===== src/common/fpec_params.svh =====
// Constants for the flash program/erase control block.
// Assumes inclusion by the package and the design files; definitions only.
`ifndef FPEC_PARAMS_SVH
`define FPEC_PARAMS_SVH

// ****************************************
// Register addresses
// ****************************************
`define FPEC_ADDR_CTRL        4'h0
`define FPEC_ADDR_KEY         4'h1
`define FPEC_ADDR_LATCH_LO    4'h2
`define FPEC_ADDR_LATCH_HI    4'h3
`define FPEC_ADDR_LATCH_IDX   4'h4

// ****************************************
// Control register fields
// ****************************************
`define FPEC_BIT_START        15
`define FPEC_BIT_WRITE_ENABLE_BIT         14
`define FPEC_BIT_SEQERR       13
`define FPEC_BIT_ERASE        6
`define FPEC_OP_MSB           3
`define FPEC_CTRL_RESET       16'h0000

// ****************************************
// Unlock keys and operation codes
// ****************************************
`define FPEC_KEY_FIRST        8'h55
`define FPEC_KEY_SECOND       8'hAA
`define FPEC_OP_BULK          4'hF
`define FPEC_OP_GEN_SEG       4'hD
`define FPEC_OP_SEC_SEG       4'hC
`define FPEC_OP_WORD          4'h3
`define FPEC_OP_PAGE          4'h2
`define FPEC_OP_ROW           4'h1
`define FPEC_OP_CFG_BYTE      4'h0

// ****************************************
// Timing
// ****************************************
`define FPEC_CLK_MHZ          50
`define FPEC_PROG_TIME_US     20
`define FPEC_ERASE_TIME_US    200
`define FPEC_UNLOCK_WINDOW    8'h04

`endif


===== src/common/fpec_pkg.sv =====
// Types shared by the flash program/erase control block.
// Assumes fpec_params.svh is reachable on the include path.
package fpec_pkg;
`include "fpec_params.svh"

   typedef enum logic [3:0] {
      FPEC_ACT_NONE  = 4'h0,
      FPEC_ACT_PROG  = 4'h1,
      FPEC_ACT_ERASE = 4'h2,
      FPEC_ACT_CFG   = 4'h3
   } fpec_action_t;

   typedef enum logic [3:0] {
      FPEC_TGT_NONE  = 4'h0,
      FPEC_TGT_WORD  = 4'h1,
      FPEC_TGT_ROW   = 4'h2,
      FPEC_TGT_PAGE  = 4'h3,
      FPEC_TGT_BULK  = 4'h4,
      FPEC_TGT_GSEG  = 4'h5,
      FPEC_TGT_SSEG  = 4'h6,
      FPEC_TGT_CBYTE = 4'h7
   } fpec_target_t;

   typedef struct packed {
      fpec_action_t action;
      fpec_target_t target;
   } fpec_decode_t;

   typedef struct packed {
      logic         valid;
      fpec_action_t action;
      fpec_target_t target;
      logic [23:0]  addr;
   } fpec_cmd_t;

   typedef struct packed {
      logic [3:0]  addr;
      logic [15:0] wdata;
      logic        wr;
      logic        rd;
   } fpec_bus_req_t;
endpackage


===== src/hdl/fpec_op_decode.sv =====
// Operation decoder: maps the operation code and erase select to an action.
// Assumes purely combinational use inside the controller.
`include "fpec_params.svh"
module fpec_op_decode
   import fpec_pkg::*;
(
   input  wire logic [3:0]            op_code_in,
   input  wire logic                  erase_sel_in,
   output fpec_pkg::fpec_decode_t     decode_out
);
   import fpec_pkg::*;

   // ****************************************
   // Code table; reserved codes fall to no action
   // ****************************************
   wire         is_bulk  = (op_code_in == `FPEC_OP_BULK) && erase_sel_in;
   wire         is_gseg  = (op_code_in == `FPEC_OP_GEN_SEG) && erase_sel_in;
   wire         is_sseg  = (op_code_in == `FPEC_OP_SEC_SEG) && erase_sel_in;
   wire         is_word  = (op_code_in == `FPEC_OP_WORD) && !erase_sel_in;
   wire         is_page  = (op_code_in == `FPEC_OP_PAGE) && erase_sel_in;
   wire         is_row   = (op_code_in == `FPEC_OP_ROW) && !erase_sel_in;
   wire         is_cbyte = (op_code_in == `FPEC_OP_CFG_BYTE);

   // Anything else, including 1110 and 0100..1011, yields no action
   assign decode_out.target = is_bulk  ? FPEC_TGT_BULK  :
                              is_gseg  ? FPEC_TGT_GSEG  :
                              is_sseg  ? FPEC_TGT_SSEG  :
                              is_word  ? FPEC_TGT_WORD  :
                              is_page  ? FPEC_TGT_PAGE  :
                              is_row   ? FPEC_TGT_ROW   :
                              is_cbyte ? FPEC_TGT_CBYTE : FPEC_TGT_NONE;

   assign decode_out.action = is_cbyte ? FPEC_ACT_CFG :
                              (is_bulk | is_gseg | is_sseg | is_page) ? FPEC_ACT_ERASE :
                              (is_word | is_row) ? FPEC_ACT_PROG : FPEC_ACT_NONE;

endmodule // fpec_op_decode


===== src/hdl/fpec_ctrl.sv =====
// Flash program/erase controller: control, key and latch registers, unlock
// sequencing and a self-timed operation timer.
// Assumes a single 50 MHz clock, a plain register port and a flash array
// outside that accepts a one-cycle command pulse.
//
// Implementation choices: the strobed register port and the address map.
`include "fpec_params.svh"
module fpec_ctrl
   import fpec_pkg::*;
#(
   parameter int PROG_CYCLES  = `FPEC_PROG_TIME_US * `FPEC_CLK_MHZ,
   parameter int ERASE_CYCLES = `FPEC_ERASE_TIME_US * `FPEC_CLK_MHZ,
   parameter int LATCH_DEPTH  = 64
)
(
   input  wire logic                  clk_sys_in,
   input  wire logic                  rst_in,
   input  wire logic                  por_in,
   input  wire logic [3:0]            reg_addr_in,
   input  wire logic [15:0]           reg_wdata_in,
   input  wire logic                  reg_wr_in,
   input  wire logic                  reg_rd_in,
   output logic [15:0]                reg_rdata_out,
   output fpec_pkg::fpec_cmd_t        flash_cmd_out,
   output logic [23:0]                latch_data_out,
   output logic                       busy_out
);
   import fpec_pkg::*;

   localparam int IDX_W = $clog2(LATCH_DEPTH);
   localparam int CNT_W = 24;

   typedef enum logic [2:0] {
      FPEC_ST_IDLE = 3'b001,
      FPEC_ST_RUN  = 3'b010,
      FPEC_ST_DONE = 3'b100
   } fpec_state_t;

   typedef enum logic [2:0] {
      FPEC_KEY_IDLE  = 3'b001,
      FPEC_KEY_HALF  = 3'b010,
      FPEC_KEY_OPEN  = 3'b100
   } fpec_key_t;

   // ****************************************
   // Registers
   // ****************************************
   fpec_state_t          state_q, state_d;
   fpec_key_t            key_q, key_d;
   logic                 start_q, start_d;
   logic                 write_enable_bit_q;
   logic                 seqerr_q, seqerr_d;
   logic                 erase_q;
   logic [3:0]           op_q;
   logic [7:0]           win_q, win_d;
   logic [CNT_W-1:0]     cnt_q, cnt_d;
   logic [IDX_W-1:0]     idx_q;
   logic [15:0]          rdata_q;
   logic [23:0]          latch_q [LATCH_DEPTH];
   fpec_cmd_t            cmd_q, cmd_d;
   fpec_decode_t         decode;

   // A start write may carry new fields; decode what that same write selects
   wire       cfg_now   = reg_wr_in && (reg_addr_in == `FPEC_ADDR_CTRL) && (state_q == FPEC_ST_IDLE);
   wire [3:0] op_eff    = cfg_now ? reg_wdata_in[`FPEC_OP_MSB:0] : op_q;
   wire       erase_eff = cfg_now ? reg_wdata_in[`FPEC_BIT_ERASE] : erase_q;

   fpec_op_decode u_decode (
      .op_code_in   (op_eff),
      .erase_sel_in (erase_eff),
      .decode_out   (decode)
   );

   // ****************************************
   // Register port decode
   // ****************************************
   wire wr_ctrl   = reg_wr_in && (reg_addr_in == `FPEC_ADDR_CTRL);
   wire wr_key    = reg_wr_in && (reg_addr_in == `FPEC_ADDR_KEY);
   wire wr_lat_lo = reg_wr_in && (reg_addr_in == `FPEC_ADDR_LATCH_LO);
   wire wr_lat_hi = reg_wr_in && (reg_addr_in == `FPEC_ADDR_LATCH_HI);
   wire wr_idx    = reg_wr_in && (reg_addr_in == `FPEC_ADDR_LATCH_IDX);
   wire idle      = (state_q == FPEC_ST_IDLE);
   // Start request is a write of one to the start bit; a zero is ignored
   wire start_try = wr_ctrl && reg_wdata_in[`FPEC_BIT_START];
   wire start_req = start_try && !start_q;
   wire unlocked  = (key_q == FPEC_KEY_OPEN);
   // Any write other than the start write itself closes the unlock window
   wire key_break = reg_wr_in && !wr_key && !start_req;
   // The enable written alongside start is the one that counts
   wire launch_ok = start_req && unlocked && reg_wdata_in[`FPEC_BIT_WRITE_ENABLE_BIT] && idle;
   // Config fields stay frozen while an operation runs, so it cannot be retargeted
   wire cfg_wr    = wr_ctrl && idle;
   wire is_erase  = (decode.action == FPEC_ACT_ERASE);
   wire [CNT_W-1:0] op_len = is_erase ? CNT_W'(ERASE_CYCLES) : CNT_W'(PROG_CYCLES);

   wire [15:0] ctrl_view = {start_q, write_enable_bit_q, seqerr_q, 6'h00, erase_q, 2'h0, op_q};
   wire [15:0] rd_mux    = (reg_addr_in == `FPEC_ADDR_CTRL)      ? ctrl_view :
                           (reg_addr_in == `FPEC_ADDR_LATCH_IDX) ? 16'(idx_q) :
                           (reg_addr_in == `FPEC_ADDR_LATCH_LO)  ? latch_q[idx_q][15:0] :
                           (reg_addr_in == `FPEC_ADDR_LATCH_HI)  ? {8'h00, latch_q[idx_q][23:16]} :
                           16'h0000;

   // ****************************************
   // Unlock sequencer
   // ****************************************
   always_comb begin
      key_d = key_q;
      win_d = win_q;
      unique case (key_q)
         FPEC_KEY_IDLE: begin
            if (wr_key && reg_wdata_in[7:0] == `FPEC_KEY_FIRST) begin
               key_d = FPEC_KEY_HALF;
            end
         end
         FPEC_KEY_HALF: begin
            if (wr_key && reg_wdata_in[7:0] == `FPEC_KEY_SECOND) begin
               key_d = FPEC_KEY_OPEN;
               win_d = `FPEC_UNLOCK_WINDOW;
            end else if (wr_key || key_break) begin
               key_d = FPEC_KEY_IDLE;
            end
         end
         FPEC_KEY_OPEN: begin
            // Unlock lasts only a few cycles so a stray later write cannot start
            if (start_req || key_break || wr_key || win_q == 8'h00) begin
               key_d = FPEC_KEY_IDLE;
            end else begin
               win_d = win_q - 8'h01;
            end
         end
      endcase
   end

   // ****************************************
   // Operation sequencer
   // ****************************************
   always_comb begin
      state_d  = state_q;
      start_d  = start_q;
      seqerr_d = seqerr_q;
      cnt_d    = cnt_q;
      cmd_d    = '0;
      unique case (state_q)
         FPEC_ST_IDLE: begin
            if (start_q) begin
               // Sequencer reset cut an operation short: release start, flag it
               start_d  = 1'b0;
               seqerr_d = 1'b1;
            end else if (start_req) begin
               if (launch_ok) begin
                  start_d  = 1'b1;
                  seqerr_d = 1'b0;
                  state_d  = FPEC_ST_RUN;
                  cnt_d    = op_len;
                  cmd_d.valid  = (decode.action != FPEC_ACT_NONE);
                  cmd_d.action = decode.action;
                  cmd_d.target = decode.target;
                  cmd_d.addr   = 24'(idx_q);
               end else begin
                  seqerr_d = 1'b1;
               end
            end
         end
         FPEC_ST_RUN: begin
            if (!write_enable_bit_q) begin
               // Write enable dropped mid-operation: abort and flag it
               seqerr_d = 1'b1;
               state_d  = FPEC_ST_DONE;
            end else if (cnt_q == '0) begin
               if (start_try) begin
                  seqerr_d = 1'b1;
               end
               state_d = FPEC_ST_DONE;
            end else begin
               cnt_d = cnt_q - CNT_W'(1);
               if (start_try) begin
                  seqerr_d = 1'b1;
               end
            end
         end
         FPEC_ST_DONE: begin
            start_d = 1'b0;
            state_d = FPEC_ST_IDLE;
         end
      endcase
   end

   // ****************************************
   // Control bits: cleared only by power-on reset
   // ****************************************
   always_ff @(posedge clk_sys_in) begin
      if (por_in) begin
         start_q  <= 1'b0;
         write_enable_bit_q   <= 1'b0;
         seqerr_q <= 1'b0;
         erase_q  <= 1'b0;
         op_q     <= 4'h0;
      end else begin
         start_q  <= start_d;
         seqerr_q <= seqerr_d;
         if (wr_ctrl) begin
            write_enable_bit_q <= reg_wdata_in[`FPEC_BIT_WRITE_ENABLE_BIT];
         end
         if (cfg_wr) begin
            erase_q <= reg_wdata_in[`FPEC_BIT_ERASE];
            op_q    <= reg_wdata_in[`FPEC_OP_MSB:0];
         end
      end
   end

   // ****************************************
   // Sequencer state: any reset returns it to idle
   // ****************************************
   always_ff @(posedge clk_sys_in) begin
      if (rst_in || por_in) begin
         state_q <= FPEC_ST_IDLE;
         key_q   <= FPEC_KEY_IDLE;
         win_q   <= 8'h00;
         cnt_q   <= '0;
         cmd_q   <= '0;
         rdata_q <= 16'h0000;
         idx_q   <= '0;
      end else begin
         state_q <= state_d;
         key_q   <= key_d;
         win_q   <= win_d;
         cnt_q   <= cnt_d;
         cmd_q   <= cmd_d;
         rdata_q <= reg_rd_in ? rd_mux : 16'h0000;
         if (wr_idx) begin
            idx_q <= reg_wdata_in[IDX_W-1:0];
         end else if (wr_lat_hi) begin
            // High byte write advances the pointer, like a post-increment
            idx_q <= idx_q + IDX_W'(1);
         end
      end
   end

   // ****************************************
   // Program write latches
   // ****************************************
   always_ff @(posedge clk_sys_in) begin
      if (wr_lat_lo) begin
         latch_q[idx_q][15:0] <= reg_wdata_in;
      end
      if (wr_lat_hi) begin
         latch_q[idx_q][23:16] <= reg_wdata_in[7:0];
      end
   end

   assign reg_rdata_out  = rdata_q;
   assign flash_cmd_out  = cmd_q;
   assign latch_data_out = latch_q[cmd_q.addr[IDX_W-1:0]];
   assign busy_out       = start_q;

endmodule // fpec_ctrl


===== config.mk =====
export PLATFORM = sky130hd
export DESIGN_NAME = fpec_ctrl
export DESIGN_NICKNAME = d
export VERILOG_FILES = /design/src/common/fpec_pkg.sv /design/src/hdl/fpec_op_decode.sv /design/src/hdl/fpec_ctrl.sv
export VERILOG_INCLUDE_DIRS = /design/src /design/src/common
export SDC_FILE = /design/constraint.sdc
export NUM_CORES = 2
export LEC_CHECK = 0
export BUFFER_PORTS_ARGS = -buffer_cell sky130_fd_sc_hd__buf_4
export CAP_MARGIN = 30
export CELL_PAD_IN_SITES_DETAIL_PLACEMENT = 1
export CELL_PAD_IN_SITES_GLOBAL_PLACEMENT = 2
export CORE_MARGIN = 5
export CORE_UTILIZATION = 25
export CTS_BUF_LIST = sky130_fd_sc_hd__clkbuf_4 sky130_fd_sc_hd__clkbuf_8 sky130_fd_sc_hd__clkbuf_16
export CTS_CLUSTER_SIZE = 40
export DETAILED_ROUTE_END_ITERATION = 16
export HOLD_SLACK_MARGIN = 0.08
export PLACE_DENSITY = 0.57
export SETUP_SLACK_MARGIN = 0.3
export SKIP_LAST_GASP = 1
export SYNTH_ARGS = -nofsm -noshare
export SYNTH_HDL_FRONTEND = slang
export SYNTH_HIERARCHICAL = 1
export SYNTH_SLANG_ARGS = --single-unit

===== constraint.sdc =====
create_clock -name clk_sys_in -period 9.05 [get_ports clk_sys_in]
set_clock_uncertainty 0.1 [all_clocks]
set_input_delay 0.905 -clock clk_sys_in [delete_from_list [all_inputs] [get_ports clk_sys_in]]
set_output_delay 0.905 -clock clk_sys_in [all_outputs]
set_load 0.01 [all_outputs]

==> results.md <==
- Of the total power, combinational logic draws 0.020.
- The maximum fanout count along the critical path is 60.
- The sum of negative setup slack is 0 ps.
- The congestion estimate from routability-driven global placement came to about 0.77.
- The flow ran to the end, and the final reports show no timing, DRC or antenna violations.
- The number of antenna-violating nets in the routed design is 0.
- Leaving out filler cells and counting taps, the final layout contains 8,039.
- Of the post-synthesis cell area, the dominant cell type holds 0.612.
- In the final layout, the multi-input gates occupy about 26,000 sq um.
- The timing startpoint of the critical path is flash_cmd_out[1].
- In this run the vertical extent of the chip is 559 um.
- The ratio of cells with drive above 1 in the final layout is 0.390.
- The top cell types in the final layout, fill and taps aside, are 1,536 x sky130_fd_sc_hd__edfxtp_1, 879 x sky130_fd_sc_hd__mux4_2, 232 x sky130_fd_sc_hd__buf_4.
- The critical path's top delay family is multiplexers.
- In the global route stage, overall resource usage came out at 0.165.
- The number of fill cells is roughly 30,000.
- Ranked by total cell area, the synthesized netlist is headed by sky130_fd_sc_hd__edfxtp_1 61%, sky130_fd_sc_hd__mux4_2 26%, sky130_fd_sc_hd__dfxtp_1 2.4%.
- The setup slack after layout is 3400 ps.
- The endpoint of the worst register-to-register path is reg_rdata_out[10].
- Counting cells, the worst reg-to-reg path comes to 7.
- Setup slack on the worst reg-to-reg path comes out at approximately 4400 ps.
- The via count is ~41,000.
- The instance count of the mapped netlist is approximately 3,700.
- The number of max-cap violations is 0.
- For this run, the leading register cell type out of synthesis is sky130_fd_sc_hd__edfxtp_1.
- After detailed routing, the number of vias per cell comes to just over 5.
- VDD sags by at most ~0.14 mV.
- The number of CTS-inserted buffers is 181.
- The count of unique library cells instantiated by Yosys is slightly above 80.
- The first global-routing pass estimated ~360,000 um of wire.
- The ratio of total power to cell area is 182 nW/um^2.
- CTS saw approximately 1,600 sinks.
- The power spent charging and discharging nets is 0.00331 W.
- The ratio of final minimum period to clock period is 0.624.
- Measured along the x axis, the die boundary spans approximately 560 um.
- Along the worst hold path, the cell count comes to 2.
- In the final layout, flip-flops and latches occupy about 48,000 sq um.
- Static timing analysis puts the maximum clock frequency at between 0.15 and 0.2 GHz.
- Hold repair after CTS inserted 0 buffers.
- The data arrival time at the worst-slack endpoint is 4650 ps.
- TritonCTS built the clock tree.
- For the worst-skew pair, the clock arrives at the later sink with an insertion delay of between 800 and 900 ps.
- The critical path is of the reg2out type.
- After detailed placement, the design holds a cell count of roughly 7,700.
- After synthesis the netlist holds a flip-flop and latch count of around 1,600.
- For the pin with the worst max-slew slack, the measured transition is roughly 1100 ps.
- In this design, the critical path's most frequently occurring cell is sky130_fd_sc_hd__mux4_2.
- The post-placement setup slack is around 4200 ps.
- The cell leakage power is 25.4 nW.
- The count of routing violations after the opening detailed-route iteration is between 4,000 and 5,000.
- The number of pins with negative max-slew slack in the final report is 0.
- The die footprint is about 310,000 sq um.
- The most common library cell in the layout ignoring fill and taps is sky130_fd_sc_hd__edfxtp_1.
- Of the total power, the clock network draws 0.465.
- STA classifies the critical path startpoint as a flip-flop.
- During I/O placement, the number of pins put on the boundary was slightly below 100.
- The critical path crosses 6 cells after its start point.
- The final net count is ~4,000.
- The initial antenna violation count is 26.
- The required time of the worst setup path is between 8000 and 9000 ps.
- From synthesis to final layout, the design area changed by 16.4%.
- The netlist area before placement is 75,300 sq um.
- Row generation in the floorplan step produced about 200 rows.
- Setup violations remaining at the end of the flow were counted as 0.
- Measured against its own limit, the worst slew margin works out to 0.274.
- The class of the most critical hold timing path is in2reg.
- The overflow left after global routing is 0.
- Entering global routing, the biggest net connects between 100 and 150 pins.
- The detailed-placement wirelength estimate is around 170,000 um.
- The most critical setup path has its endpoint at latch_data_out[15].
- The area of the core is ~300,000 sq um.
- The slowest cell on the critical path is sky130_fd_sc_hd__buf_4.
- The buffers inserted during post-CTS setup optimization is 0.
- The number of global-route vias before repair is between 40,000 and 50,000.
- The delay of the slowest critical-path stage is 770 ps.
- The initial utilization of the core area, before any placement, comes to 0.251.
- The number of search-and-repair iterations in the first detailed-routing pass is 5.
- Dividing the detail-routed wire length by the instance count gives 32.6 um.
- Summed over all instances, the cell type with the most area after synthesis is sky130_fd_sc_hd__edfxtp_1.
- The DRC violation count after routing is 0.
- The capturing element type of the critical path is an output pin.
- Yosys mapped a number of flops with a built-in enable equal to 1,536.
- The sequential power share is 0.515.
- In this run the number of H-tree levels came out at 4.
- The switching portion of total power is 0.207.
- After detailed routing, the total wire length is ~260,000 um.
- The count of endpoints failing hold in the final timing report is 0.
- During synthesis, Yosys emitted a total of 6 warnings.
- After synthesis, the share of flip-flops with an asynchronous set or reset is 0.
- Of the synthesized area, sequential elements account for 0.636.
- Setup repair after global routing left no endpoint under its margin.
- Walking the worst path, the cells encountered are buf_12 -> buf_4 -> mux4_2 -> mux4_2 -> mux4_2 -> buf_4.
- The count of port buffers added during placement is 80.
- The post-cts sizing count is 0.
- Clock-pin slew was measured on the worst setup and hold paths at 60 ps.
- The internal power of the cells totals ~0.013 W.
- The clock period minus worst slack is about 5700 ps.
- The synthesized area divided by synthesized cell count is roughly 20 sq um.
- The clock root buffer is sky130_fd_sc_hd__clkbuf_16.
- The combined buffer and inverter count along the critical path is 3.
- The largest buffer count on any clock path is 4.
## power by group through the flow
stage	Clock, W	Sequential (W)	Combinational, W
after global placement	0	0.00838	0.000316
after detailed placement	0	0.00838	0.000324
after floorplan	0	0.00838	0.000121
final	0.00742	0.00822	0.000321
after CTS	0.00761	0.00822	0.000324
after global routing	0.00792	0.00822	0.000341
## worst min path at each step
stage	startpoint	end
finish	por_in	op_q[0]
global route	por_in	op_q[2]
CTS	por_in	op_q[2]
detailed placement	cnt_q[20]	cnt_q[20]
global placement	cnt_q[20]	cnt_q[20]
floorplan	seqerr_q	reg_rdata_out[13]
## cells in the mapped netlist (6+ instances only)
| library cell | instances |
|---|---|
| sky130_fd_sc_hd__a2111oi_0 | 6 |
| sky130_fd_sc_hd__a211oi_1 | 22 |
| sky130_fd_sc_hd__a21oi_1 | 59 |
| sky130_fd_sc_hd__a221oi_1 | 15 |
| sky130_fd_sc_hd__a22oi_1 | 38 |
| sky130_fd_sc_hd__a31oi_1 | 15 |
| sky130_fd_sc_hd__and2_1 | 15 |
| sky130_fd_sc_hd__and3_1 | 22 |
| sky130_fd_sc_hd__buf_1 | 17 |
| sky130_fd_sc_hd__buf_2 | 108 |
| sky130_fd_sc_hd__buf_4 | 47 |
| sky130_fd_sc_hd__clkbuf_1 | 124 |
| sky130_fd_sc_hd__dfxtp_1 | 89 |
| sky130_fd_sc_hd__edfxtp_1 | 1536 |
| sky130_fd_sc_hd__inv_1 | 7 |
| sky130_fd_sc_hd__mux2_2 | 24 |
| sky130_fd_sc_hd__mux2i_1 | 135 |
| sky130_fd_sc_hd__mux4_2 | 879 |
| sky130_fd_sc_hd__nand2_1 | 80 |
| sky130_fd_sc_hd__nand2b_1 | 12 |
| sky130_fd_sc_hd__nand3_1 | 33 |
| sky130_fd_sc_hd__nand3b_1 | 6 |
| sky130_fd_sc_hd__nand4_1 | 7 |
| sky130_fd_sc_hd__nor2_1 | 195 |
| sky130_fd_sc_hd__nor2b_1 | 26 |
| sky130_fd_sc_hd__nor3_1 | 31 |
| sky130_fd_sc_hd__nor4_1 | 16 |
| sky130_fd_sc_hd__nor4bb_1 | 6 |
| sky130_fd_sc_hd__o211ai_1 | 15 |
| sky130_fd_sc_hd__o21ai_0 | 30 |
| sky130_fd_sc_hd__o22ai_1 | 12 |
| sky130_fd_sc_hd__or3_1 | 9 |
| sky130_fd_sc_hd__xnor2_1 | 12 |
| sky130_fd_sc_hd__xor2_1 | 6 |
## metrics by stage
step           hold slack, ps  instance area [sq um]  utilization  total power (W)
2_1_floorplan             326                  75400            -          0.00850
3_3_place_gp              355                  81200        0.271          0.00870
3_5_place_dp              368                  81800        0.273          0.00871
4_1_cts                   189                  87600        0.292           0.0162
5_1_grt                   230                  87600        0.292           0.0165
6_report                  258                  87600        0.292           0.0160
## final cells by class
cell class                 count  area share
multi-input combinational   1834       0.300
clock inverter                90     0.00986
clock buffer                 227      0.0567
inverter                       8    0.000371
sequential                  1625       0.547
tap                         3958      0.0565
antenna                        9    0.000257
timing repair buffer         288      0.0292
## flip-flops by register name, indices dropped and copies added, names as in the netlist, 3 cells and up, named ones only
| signal | flops |
|---|---|
| latch_q | 1536 |
| flash_cmd_out | 15 |
| op_q | 4 |
| win_q | 8 |
| key_q | 3 |
| state_q | 3 |
| cnt_q | 24 |
| idx_q | 6 |
| reg_rdata_out | 16 |
## cells by family after synthesis
kind of cell	synth area share
other cells	0.0000997
mux	0.284
fa+ha+maj	0.000831
xor+xnor	0.00209
simple gates	0.0322
compound gates	0.0245
flops	0.636
buf+inv	0.0199
## per-layer routing
layer | up-vias | wire length [um] | global-route usage
li1 | 16600 | - | -
met1 | 23100 | 111000 | 0.222
met2 | 1311 | 129000 | 0.278
met3 | 306 | 16000 | 0.0291
met4 | 10 | 6290 | 0.0384
met5 | - | 81 | 0
Power figures use the tool's default switching activity.
